$ cat src/logic/lsm_pkg.sv
package lsm_pkg;

    localparam int NIB_W = 4;
    localparam int ADDR_W = 8;
    localparam int NUM_SEG = 20;
    localparam int NUM_PH = 4;
    localparam int NUM_LOC = 40;
    localparam int LOC_W = 6;
    localparam int TAP_W = 15;

    // Peripheral addresses of the display windows, the index pointer and the two control registers.
    localparam logic [ADDR_W-1:0] ADDR_WIN_ONE = 8'h44;
    localparam logic [ADDR_W-1:0] ADDR_WIN_TWO = 8'h45;
    localparam logic [ADDR_W-1:0] ADDR_WIN_THREE = 8'h46;
    localparam logic [ADDR_W-1:0] ADDR_INDEX = 8'h70;
    localparam logic [ADDR_W-1:0] ADDR_CTRL_ONE = 8'h48;
    localparam logic [ADDR_W-1:0] ADDR_CTRL_TWO = 8'h49;

    // Location base of each window inside the 40-location space.
    localparam logic [LOC_W-1:0] LOC_BASE_ONE = 6'h00;
    localparam logic [LOC_W-1:0] LOC_BASE_TWO = 6'h10;
    localparam logic [LOC_W-1:0] LOC_BASE_THREE = 6'h20;
    localparam logic [NIB_W-1:0] WIN_THREE_LIMIT = 4'h8;

    // Control one field positions.
    localparam int C1_STROBE_HI = 3;
    localparam int C1_STROBE_LO = 2;
    localparam int C1_PUMP_HI = 1;
    localparam int C1_PUMP_LO = 0;
    // Control two field positions.
    localparam int C2_BLANK = 3;
    localparam int C2_OFF = 2;
    localparam int C2_FOUR = 1;
    localparam int C2_EXT = 0;

    localparam logic [1:0] C1_PUMP_RESET = 2'h0;
    localparam logic [2:0] C2_LOGIC_RESET = 3'h7;
    localparam logic [1:0] STROBE_POR = 2'h0;
    localparam logic EXT_POR = 1'h0;

    // Prescaler tap positions for display and pump clocks.
    localparam int TAP_DISPLAY = 9;
    localparam int TAP_PUMP_BASE = 10;

    typedef enum logic [1:0] {
        PH_ONE = 2'b00,
        PH_TWO = 2'b01,
        PH_THREE = 2'b10,
        PH_FOUR = 2'b11
    } lsm_phase_t;

    // Configuration of one segment data latch: location and bus bit.
    typedef struct packed {
        logic [LOC_W-1:0] loc;
        logic [1:0] bit_sel;
    } lsm_latch_cfg_t;

    typedef struct packed {
        logic [ADDR_W-1:0] addr;
        logic [NIB_W-1:0] wdata;
        logic wr;
        logic rd;
    } lsm_bus_req_t;

    typedef struct packed {
        logic enable;
        logic shutdown;
        logic external_bias_select;
        logic pump_clock;
        logic [1:0] strobe_route;
    } lsm_power_t;

endpackage

$ cat src/logic/lsm_multiplexer.sv
`timescale 1ns/100ps
`default_nettype none

// Notes on behaviour
// - Segment shows latch k during phase k.
// - Three-way mode skips phase four; fourth latches unused.
// - Backplane n is active only during phase n.
// - Each latch location is chosen from 40 display locations.
// - Each latch bus bit is chosen from the four nibble bits.
// - Default: segment s latch k takes bit k at location s.
// - Strobe route bits 3:2 of control one cleared only by power-on reset.
// - Pump clock select bits 1:0 pick prescaler tap 10, 9, 8 or 7.
// - Control two holds blank, off, four-way, external bias; first three reset to one.
// - Blank forces all segment outputs off.
// - Off disables the display and stops the voltage multiplier.
// - External bias select cleared only by power-on reset.
// - Windows one and two at 0x44, 0x45, indexed by pointer at 0x70.
// - Window three at 0x46 exposes index 0 to 7 only.
// - Window three index 8 to 15 holds no storage.
// - Three-way mode keeps the fourth backplane inactive.
// - Off keeps latch contents and pulls bias outputs to ground.
// - Blank leaves multiplier and regulator running.
// - Sequencer steps at a 256 Hz display clock.
module lsm_multiplexer #(
    parameter int NUM_SEG = lsm_pkg::NUM_SEG,
    // Default map: latch index s*4+k sits at location s, bus bit k.
    parameter lsm_pkg::lsm_latch_cfg_t [lsm_pkg::NUM_SEG*lsm_pkg::NUM_PH-1:0] LATCH_CFG =
        lsm_default_cfg()
) (
    input wire logic clock,
    input wire logic rst,
    input wire logic por,
    input wire logic [lsm_pkg::TAP_W-1:0] prescaler_tap,
    input wire logic [lsm_pkg::ADDR_W-1:0] addr,
    input wire logic [lsm_pkg::NIB_W-1:0] wdata,
    input wire logic wr,
    input wire logic rd,
    output logic [lsm_pkg::NIB_W-1:0] rdata,
    output logic [lsm_pkg::NUM_SEG-1:0] segment_out,
    output logic [lsm_pkg::NUM_PH-1:0] backplane_out,
    output lsm_pkg::lsm_power_t power,
    output logic [2:0] bias_ground
);
    import lsm_pkg::*;

    localparam int NL = NUM_SEG * NUM_PH;

    function automatic lsm_latch_cfg_t [NUM_SEG*NUM_PH-1:0] lsm_default_cfg();
        lsm_latch_cfg_t [NUM_SEG*NUM_PH-1:0] c;
        for (int s = 0; s < NUM_SEG; s++) begin
            for (int k = 0; k < NUM_PH; k++) begin
                c[s*NUM_PH+k].loc = LOC_W'(s);
                c[s*NUM_PH+k].bit_sel = 2'(k);
            end
        end
        return c;
    endfunction

    // Maps a window address and index to a location; invalid gives valid low.
    function automatic logic [LOC_W:0] win_loc(input logic [ADDR_W-1:0] a,
                                               input logic [NIB_W-1:0] ix);
        logic [LOC_W:0] r;
        r = '0;
        if (a == ADDR_WIN_ONE) begin
            r = {1'b1, LOC_BASE_ONE + LOC_W'(ix)};
        end else if (a == ADDR_WIN_TWO) begin
            r = {1'b1, LOC_BASE_TWO + LOC_W'(ix)};
        end else if (a == ADDR_WIN_THREE && ix < WIN_THREE_LIMIT) begin
            r = {1'b1, LOC_BASE_THREE + LOC_W'(ix)};
        end
        return r;
    endfunction

    // Synchronised prescaler taps; they come from another block's pins.
    logic [TAP_W-1:0] tap_s1_r;
    logic [TAP_W-1:0] tap_s2_r;
    logic [TAP_W-1:0] tap_d_r;

    logic [NIB_W-1:0] index_r;
    logic [1:0] pump_sel_r;
    logic [1:0] strobe_r;
    logic blank_r;
    logic off_r;
    logic four_r;
    logic ext_r;
    logic [NL-1:0] latch_r;
    logic [NIB_W-1:0] rdata_r;
    logic [NIB_W-1:0] rdata_nxt;
    logic [NUM_SEG-1:0] seg_r;
    logic [NUM_SEG-1:0] seg_nxt;
    logic pump_r;

    wire logic [LOC_W:0] acc_loc;
    wire logic acc_hit;
    wire logic disp_step;
    wire logic pump_src;
    wire logic sel_ctrl_one;
    wire logic sel_ctrl_two;
    wire logic sel_index;
    wire lsm_phase_t phase;
    wire logic run;

    assign acc_loc = win_loc(addr, index_r);
    assign acc_hit = acc_loc[LOC_W];
    assign sel_ctrl_one = (addr == ADDR_CTRL_ONE);
    assign sel_ctrl_two = (addr == ADDR_CTRL_TWO);
    assign sel_index = (addr == ADDR_INDEX);

    // Rising edge of the 256 Hz tap steps the sequencer.
    assign disp_step = tap_s2_r[TAP_DISPLAY] & ~tap_d_r[TAP_DISPLAY];
    // The select value counts taps below tap 10, so bit 0 alone gives tap 9.
    assign pump_src = tap_s2_r[TAP_PUMP_BASE - int'(pump_sel_r)];
    assign run = ~off_r;

    always_ff @(posedge clock or posedge rst) begin
        if (rst) begin
            tap_s1_r <= '0;
            tap_s2_r <= '0;
            tap_d_r <= '0;
        end else begin
            tap_s1_r <= prescaler_tap;
            tap_s2_r <= tap_s1_r;
            tap_d_r <= tap_s2_r;
        end
    end

    // Power-on-only bits live on their own reset.
    always_ff @(posedge clock or posedge por) begin
        if (por) begin
            strobe_r <= STROBE_POR;
            ext_r <= EXT_POR;
        end else if (wr && sel_ctrl_one) begin
            strobe_r <= {wdata[C1_STROBE_HI], wdata[C1_STROBE_LO]};
        end else if (wr && sel_ctrl_two) begin
            ext_r <= wdata[C2_EXT];
        end
    end

    always_ff @(posedge clock or posedge rst) begin
        if (rst) begin
            index_r <= '0;
            pump_sel_r <= C1_PUMP_RESET;
            {blank_r, off_r, four_r} <= C2_LOGIC_RESET;
        end else if (wr) begin
            if (sel_index) begin
                index_r <= wdata;
            end
            if (sel_ctrl_one) begin
                pump_sel_r <= {wdata[C1_PUMP_HI], wdata[C1_PUMP_LO]};
            end
            if (sel_ctrl_two) begin
                blank_r <= wdata[C2_BLANK];
                off_r <= wdata[C2_OFF];
                four_r <= wdata[C2_FOUR];
            end
        end
    end

    // Latches have no reset so their contents survive any reset and off.
    always_ff @(posedge clock) begin
        for (int i = 0; i < NL; i++) begin
            if (wr && acc_hit && LATCH_CFG[i].loc == acc_loc[LOC_W-1:0]) begin
                latch_r[i] <= wdata[LATCH_CFG[i].bit_sel];
            end
        end
    end

    always_comb begin
        rdata_nxt = '0;
        if (sel_index) begin
            rdata_nxt = index_r;
        end else if (sel_ctrl_one) begin
            rdata_nxt = {strobe_r, pump_sel_r};
        end else if (sel_ctrl_two) begin
            rdata_nxt = {blank_r, off_r, four_r, ext_r};
        end else if (acc_hit) begin
            for (int i = 0; i < NL; i++) begin
                if (LATCH_CFG[i].loc == acc_loc[LOC_W-1:0]) begin
                    rdata_nxt[LATCH_CFG[i].bit_sel] = latch_r[i];
                end
            end
        end
    end

    // Segment data for the upcoming phase; blank and off force all off.
    always_comb begin
        seg_nxt = '0;
        for (int s = 0; s < NUM_SEG; s++) begin
            seg_nxt[s] = latch_r[s*NUM_PH + int'(phase)];
        end
        if (blank_r || off_r || (!four_r && phase == PH_FOUR)) begin
            seg_nxt = '0;
        end
    end

    always_ff @(posedge clock or posedge rst) begin
        if (rst) begin
            rdata_r <= '0;
            seg_r <= '0;
            pump_r <= 1'b0;
        end else begin
            rdata_r <= rd ? rdata_nxt : '0;
            seg_r <= seg_nxt;
            pump_r <= run & pump_src;
        end
    end

    lsm_phase_seq u_seq (
        .clock(clock),
        .rst(rst),
        .step(disp_step & run),
        .four_way_multiplex(four_r),
        .run(run),
        .phase(phase),
        .backplane_out(backplane_out)
    );

    assign rdata = rdata_r;
    assign segment_out = seg_r;
    // One assignment drives the whole struct so the output has a single driver.
    assign power = '{
        enable: run,
        shutdown: off_r,
        external_bias_select: ext_r,
        pump_clock: pump_r,
        strobe_route: strobe_r
    };
    assign bias_ground = {3{off_r}};

endmodule

`default_nettype wire

$ cat src/logic/lsm_phase_seq.sv
`timescale 1ns/100ps
`default_nettype none

module lsm_phase_seq (
    input wire logic clock,
    input wire logic rst,
    input wire logic step,
    input wire logic four_way_multiplex,
    input wire logic run,
    output lsm_pkg::lsm_phase_t phase,
    output logic [lsm_pkg::NUM_PH-1:0] backplane_out
);
    import lsm_pkg::*;

    lsm_phase_t phase_r;
    lsm_phase_t phase_nxt;
    logic [NUM_PH-1:0] bp_r;
    logic [NUM_PH-1:0] bp_nxt;
    wire logic last_phase;

    // Three-way mode wraps after phase three, four-way after phase four.
    assign last_phase = four_way_multiplex ? (phase_r == PH_FOUR) : (phase_r == PH_THREE);

    always_comb begin
        phase_nxt = phase_r;
        if (step) begin
            if (last_phase) begin
                phase_nxt = PH_ONE;
            end else begin
                case (phase_r)
                    PH_ONE: phase_nxt = PH_TWO;
                    PH_TWO: phase_nxt = PH_THREE;
                    PH_THREE: phase_nxt = PH_FOUR;
                    default: phase_nxt = PH_ONE;
                endcase
            end
        end
    end

    // One backplane per phase, fourth held off in three-way mode.
    always_comb begin
        bp_nxt = '0;
        if (run) begin
            bp_nxt[phase_nxt] = 1'b1;
        end
        if (!four_way_multiplex) begin
            bp_nxt[NUM_PH-1] = 1'b0;
        end
    end

    always_ff @(posedge clock or posedge rst) begin
        if (rst) begin
            phase_r <= PH_ONE;
            bp_r <= '0;
        end else begin
            phase_r <= phase_nxt;
            bp_r <= bp_nxt;
        end
    end

    // The phase handed out is the one the backplanes move to, so the segment data
    // registered from it changes on the same edge as the backplanes.
    assign phase = phase_nxt;
    assign backplane_out = bp_r;

endmodule

`default_nettype wire

$ cat config.mk
export PLATFORM = sky130hd
export DESIGN_NAME = lsm_multiplexer
export DESIGN_NICKNAME = d
export VERILOG_FILES = /design/src/logic/lsm_pkg.sv /design/src/logic/lsm_multiplexer.sv /design/src/logic/lsm_phase_seq.sv
export SDC_FILE = /design/constraint.sdc
export NUM_CORES = 1
export LEC_CHECK = 0
export ABC_AREA = 1
export BUFFER_PORTS_ARGS = -buffer_cell sky130_fd_sc_hd__clkbuf_2
export CORE_UTILIZATION = 60
export DETAILED_ROUTE_END_ITERATION = 10
export PLACE_DENSITY_LB_ADDON = 0.12
export SLEW_MARGIN = 20
export SYNTH_ARGS = -nofsm -noshare
export SYNTH_HDL_FRONTEND = slang
export SYNTH_HIERARCHICAL = 1
export SYNTH_SLANG_ARGS = --single-unit
$ cat constraint.sdc
create_clock -name clock -period 3.75 [get_ports clock]
set_input_delay 0.1875 -clock clock [delete_from_list [all_inputs] [get_ports clock]]
set_output_delay 0.1875 -clock clock [all_outputs]
set_load 0.02 [all_outputs]
==> metrics, run 1 <==
CTS tree built; Syn Inst Count 680; Min Hold Slack about 0.043 ns; Synth warnings 6; Netlist cell types 40; CP Launch Type flop; CP Capture Type flop; share of cells above drive strength 1 roughly a fifth; core area 10,400 um2; Total Routing Usage GR between 20% and 30%; final slew viol count 0; final hold violation count 0; TritonCTS Buffers 17; fmax around 360 MHz; clk buf depth 2; design area ~7600 um2; Starting Density 62.6%; period utilisation layout about 75%; share of the yosys chip area belonging to registers 59.9%; buffer count from post-CTS setup fixing 0; critical path type flop to flop; Slew @ Worst Pin roughly 0.81 ns; fillcell total ~790; Max Cap Violations 0; largest net degree at the start of global routing 52; WP data required approximately 4.2 ns; Synth Cell Area about 6500 um2; initial antenna violation count 0; Area Overhead vs Synth 17.0%; Reg clk slew, reported paths 0.06 ns; r2r worst-path depth 22; Routed WL roughly 16,000 um; final setup violating endpoints 0; DIE WIDTH 106 um; Period minus WS final about 2.8 ns; Max FO, Critical Path 7; final estimated routing congestion in global placement between 0.9 and 1; Mapped Avg Cell Area approximately 9.6 um2; Worst-Skew Late Latency 0.55 ns; CTS Root Buffer Type clkbuf_8; FP Rows 37; syn_nets a little over 700; pwr dens 595 nW/um2; per-cell routed wire length roughly 17 um; die area roughly 11,000 um2; #FFs+latches synth between 100 and 150; drt initial violations roughly 360; Setup TNS Final 0 ns; CTS Sinks 140; hpwl dp approximately 10,000 um; Placed Area about 6900 um2; drt first pass iters 5; fin util between 70% and 80%; fin nets 790; Ant. Diodes 0; ANT nets after route 0; Worst slew margin between 40 and 50%; HP Class input port to async pin; Die Y approximately 110 um; port bufs 61; vias in the first global route ~5,000; Final Total Pwr between 4 and 5 mW; DR DRC count 0; vias per cell between 5 and 6; Ports 69; clk_skew between 0.01 and 0.015 ns; first-pass GRT wire length 24,800 um; status finished, final reports clean; Max VDD drop around 0.56 mV; crit path DAT between 3 and 4 ns; RSZ-0062 raised after global routing false; H-tree depth 4; via count between 5,000 and 6,000; GRT overflow 0; Pleak between 3 and 4 nW
-- synth_stat cells --
master	number	area [um2]
nand2_1	151	567
or2_0	1	6.26
buf_6	1	11.3
nor4_1	2	12.5
or2_4	1	8.76
buf_4	7	52.6
inv_2	11	41.3
nor2_1	62	233
o21a_1	1	7.51
o21bai_2	1	11.3
ha_1	4	50.1
edfxtp_1	80	2400
o21ai_1	3	15.0
or2_2	1	6.26
nor3_1	13	65.1
nand3_2	3	30.0
nor2_2	9	56.3
nand4_2	1	12.5
o31ai_1	1	7.51
o41ai_1	1	8.76
buf_1	3	11.3
nand4_1	16	100
nand3b_1	1	7.51
a31oi_1	1	6.26
clkbuf_1	13	48.8
a221oi_1	3	26.3
nor2_4	2	22.5
a21oi_1	40	200
nand2_4	6	67.6
inv_1	86	323
nor3_2	2	20.0
o21ai_0	38	190
a311oi_1	13	114
dfstp_2	3	78.8
nand3_4	2	35.0
nor2_8	2	40.0
dfrtp_1	57	1430
nand3_1	31	155
o32ai_1	1	8.76
nand2_2	6	37.5
-- cell type report --
class	count	area, um2	area share, %
clock buffer	25	528	6.92
timing repair buffer	79	480	6.30
tap	136	170	2.23
sequential	140	3910	51.2
multi-input combinational	419	2130	28.0
inverter	97	364	4.77
clock inverter	7	48.8	0.639
-- kinds of logic (layout without fill, tap and decap cells) --
group                    count (synthesis)  after routing  synth area share, %
buffers and inverters                  121            208                 7.48
flip-flops                             140            140                 59.9
AO/OA/AOI/OAI                          103            103                 9.13
adder cells (fa/ha/maj)                  4              4                0.767
AND/OR/NAND/NOR                        312            312                 22.7
-- power breakdown --
group	total (mW)	internal, mW	switching, mW
Combinational	1.10	0.343	0.755
Sequential	1.85	1.79	0.0622
Clock	1.59	0.968	0.620
Total	4.54	3.10	1.44
-- flip-flops by register name, indices dropped and copies added (netlist names), 2 cells and up --
name,count
u_seq/backplane_out,4
strobe_r,2
rdata,4
latch_r,80
u_seq/phase_r,2
tap_s2_r,8
tap_s1_r,8
pump_sel_r,2
segment_out,20
index_r,4
-- per-stage QoR --
stage,instances,worst slack [ns]
floorplan,680,1.56
global placement,860,1.03
detailed placement,860,1.02
CTS,903,0.963
global route,903,0.750
finish,903,0.944
-- repair_timing --
item	4_1_cts	5_1_grt
endpoints found under the hold margin	68	0
hold buffers	11	0
gates resized for setup	0	0
-- worst max-delay path, cell delays in order, from the launching register on --
cell and delay, ns:
dfrtp_1 0.41, nor2_1 0.20, nand3_4 0.12, nand2_4 0.14
o21ai_1 0.17, nand2_4 0.17, nor2_1 0.10, nand2_1 0.08
nand3_1 0.08, nor2_1 0.14, nand4_1 0.13, nor2_1 0.12
nand3_1 0.10, nor2_1 0.10, nand3_1 0.08, nand2_1 0.07
nand3_1 0.08, nand2_1 0.07, nand3_1 0.10, nand2_1 0.09
nand3_1 0.07, nand2_1 0.06, inv_1 0.04
-- layout by cell type, fill, tap and decap left out, types with 16 or more instances in the layout --
cell         n
nand2_1    151
clkbuf_16   19
a21oi_1     40
nand3_1     31
dfrtp_1     57
edfxtp_1    80
nor2_1      62
inv_1       85
nand4_1     16
o21ai_0     38
clkbuf_2    61
-- per-layer routing --
layer	GRT usage, %	up-vias	part of all wire [%]
met1	36.8	2431	41
met4	11.6	0	1.9
met3	6.74	34	6.7
li1	-	2412	-
met5	0	-	0
met2	50.8	205	50
-- final timing paths --
check,end,slack [ns],start
min in group clock,blank_r,0.08,wr
setup / recovery,rdata[3],0.94,index_r[3]
max in group asynchronous,segment_out[14],2.90,rst
setup reg to reg,rdata[3],0.94,index_r[3]
hold reg to reg,tap_s2_r[8],0.35,tap_s1_r[8]
hold / removal,strobe_r[1],0.04,por
No activity file was read; power rests on OpenSTA's default activity.
==> run 2: changes to the inputs <==
- CORE_UTILIZATION: 60 -> 53
- clock period: 3.75 -> 2.5 ns (I/O delays scaled with it)
==> metrics, run 2 (synthesized netlist as in run 1, its figures left out) <==
CP Capture Type flop; TritonCTS Buffers 17 (unchanged); fin util 69.2% (-4.0 points); Max VDD drop 0.569 mV (+2.4%); Area Overhead vs Synth 27.5%; GRT overflow 0 (unchanged); final setup violating endpoints 3 (+3); H-tree depth 4 (unchanged); Max Cap Violations 0 (unchanged); Finished Layout Cells 976 (+8.1%); WP data required 2.82 ns (-1.37 ns); per-cell routed wire length 17.3 um (+0.52%); Hold Startpoint rd; ANT nets after route 0 (unchanged); clk buf depth 2 (unchanged); Slew @ Worst Pin 0.623 ns (-0.187 ns); reg2reg start index_r[3]; Total Routing Usage GR 27.9% (-1.9 points); Worst Hold Depth 5; Reg clk slew, reported paths 0.06 ns (about the same); CTS tree built; Die Y 113 um (+6.3%); via count 5,323 (+4.7%); initial antenna violation count 0 (unchanged); Min-Delay Endpoint rdata[1]; FP Rows 40 (+8.1%); first-pass GRT wire length 26,700 um (+7.7%); final slew viol count 0 (unchanged); failing checks negative setup slack; max reg flops 80 (unchanged); pwr dens 866 nW/um2 (+46%); period utilisation layout 109% (+34 points); fin nets 852 (+7.8%); register area 3910 um2 (unchanged); vias per cell 5.45 (-3.1%); fillcell total 893 (+14%); crit path DAT 3.03 ns (-0.21 ns); DIE WIDTH 113 um (+6.3%); DR DRC count 0 (unchanged); Min Hold Slack 0.0373 ns (-0.00531 ns); CP Launch Type flop; Period minus WS final 2.72 ns (-0.0872 ns); Pleak 3.66 nW (+11%); hpwl dp 11,200 um (+10%); most common cell after layout, fill and taps aside nand2_1; Ports 69 (unchanged); Setup WS post-layout -0.219 ns (-1.16 ns); R2R Path End rdata[1]; R2R setup slack -0.22 ns (-1.16 ns); most frequent cells in the layout nand2_1 (148), inv_1 (84), edfxtp_1 (80); HP Class input port to flop; fmax 368 MHz (+3.2%); Placed Instances 924 (+7.4%); r2r worst-path depth 19 (-14%); port bufs 61 (unchanged); final estimated routing congestion in global placement 0.894 (-2.4%); Ant. Diodes 0 (unchanged); final hold violation count 0 (unchanged); drt initial violations 267 (-25%); Starting Density 54.3% (-8.3 points); critical path type flop to flop; Multi-input gate area 2270 um2 (+6.6%); vias in the first global route 5,404 (+6.0%); status finished with violations; Worst slew margin 58.5% (+13 points); clk_skew 0.0109 ns (-0.000281 ns); largest net degree at the start of global routing 43 (-17%); core area 12,000 um2 (+15%); Largest Register latch_r; die area 12,800 um2 (+13%); Worst-Skew Late Latency 0.42 ns (-0.13 ns); CTS Root Buffer Type clkbuf_16; Max FO, Critical Path 4 (-3); drt first pass iters 5 (unchanged); share of cells above drive strength 1 28.3% (+8.9 points); CTS Sinks 140 (unchanged); Routed WL 16,800 um (+8.6%); RSZ-0062 raised after global routing true
==> run 2: changes by cell type in the layout (fill, tap and decap cells not counted), moves of 2 or more <==
cell | before | now
nand3_1 | 31 | 25
nor3_1 | 13 | 11
nor3_4 | 0 | 2
buf_6 | 0 | 2
nor2_1 | 62 | 54
nor2_2 | 9 | 17
buf_4 | 6 | 67
bufinv_16 | 0 | 5
clkbuf_16 | 19 | 17
o21ai_4 | 0 | 2
nand2_1 | 151 | 148
nand3_2 | 3 | 9
nand2_8 | 0 | 2
==> run 2: area by class of cell <==
cell class	count	share of cell area, %
tap	147	2.21
multi-input combinational	420	27.4
timing repair buffer	140	11.2
inverter	97	4.44
sequential	140	47.0
clock buffer	21	5.54
clock inverter	11	2.27
==> run 2: through the flow <==
step	TNS, ns	worst slack [ns]	total power, mW	area, um2
floorplan	0	0.314	3.86	6520
global placement	-0.162	-0.0941	4.40	7340
detailed placement	-0.316	-0.147	4.44	7340
CTS	-0.284	-0.157	7.22	8170
global route	-0.880	-0.312	7.50	8320
finish	-0.416	-0.219	7.20	8320
==> run 2: worst max path at each step <==
stage	start	to	cells past startpoint
floorplan	off_r	segment_out[14]	10
global placement	index_r[3]	rdata[1]	19
detailed placement	index_r[3]	rdata[1]	19
finish	index_r[3]	rdata[1]	19
CTS	index_r[3]	rdata[1]	19
global route	index_r[3]	rdata[1]	20
==> run 2: power by group <==
part / internal, mW / leakage (nW) / total, mW / switching [mW]
registers: 2.68 / 1.44 / 2.77 / 0.0878
logic: 0.532 / 1.91 / 1.67 / 1.14
clock network: 1.82 / 0.313 / 2.76 / 0.945
total: 5.04 / 3.66 / 7.20 / 2.17
==> run 2: critical path, stage by stage (launching register included) <==
cell	delay [ns]
dfrtp_1	0.38
nor2_2	0.14
nand3_4	0.13
nand2_8	0.10
nand3_4	0.12
nor2_8	0.17
nand2_4	0.07
or2_0	0.21
nand2_2	0.08
nand4_1	0.08
nand2_1	0.07
nand4_1	0.09
nand2_2	0.09
nand4_1	0.15
nor3_2	0.30
nand4_1	0.16
nand2_1	0.11
nand3_2	0.06
nand2_1	0.06
inv_1	0.03
==> run 2: what timing repair did <==
action / 4_1_cts / 5_1_grt
setup buffers: 3 / 6
pin swaps: 5 / 20
gates cloned: 0 / 1
gates resized for setup: 12 / 24
hold buffers: 10 / 0
hold endpoints to repair: 29 / 0
endpoints found under the setup margin: 3 / 8
==> run 2: layer usage <==
metal  share of wire [%]  track usage [%]  up-vias  wire length (um)
li1                    -                -     2531                 -
met1                  42             34.2     2573              7070
met2                  51             47.6      188              8530
met3                 5.1             6.16       31               855
met4                 2.3             12.6        0               387
met5                   0                0        -                 0
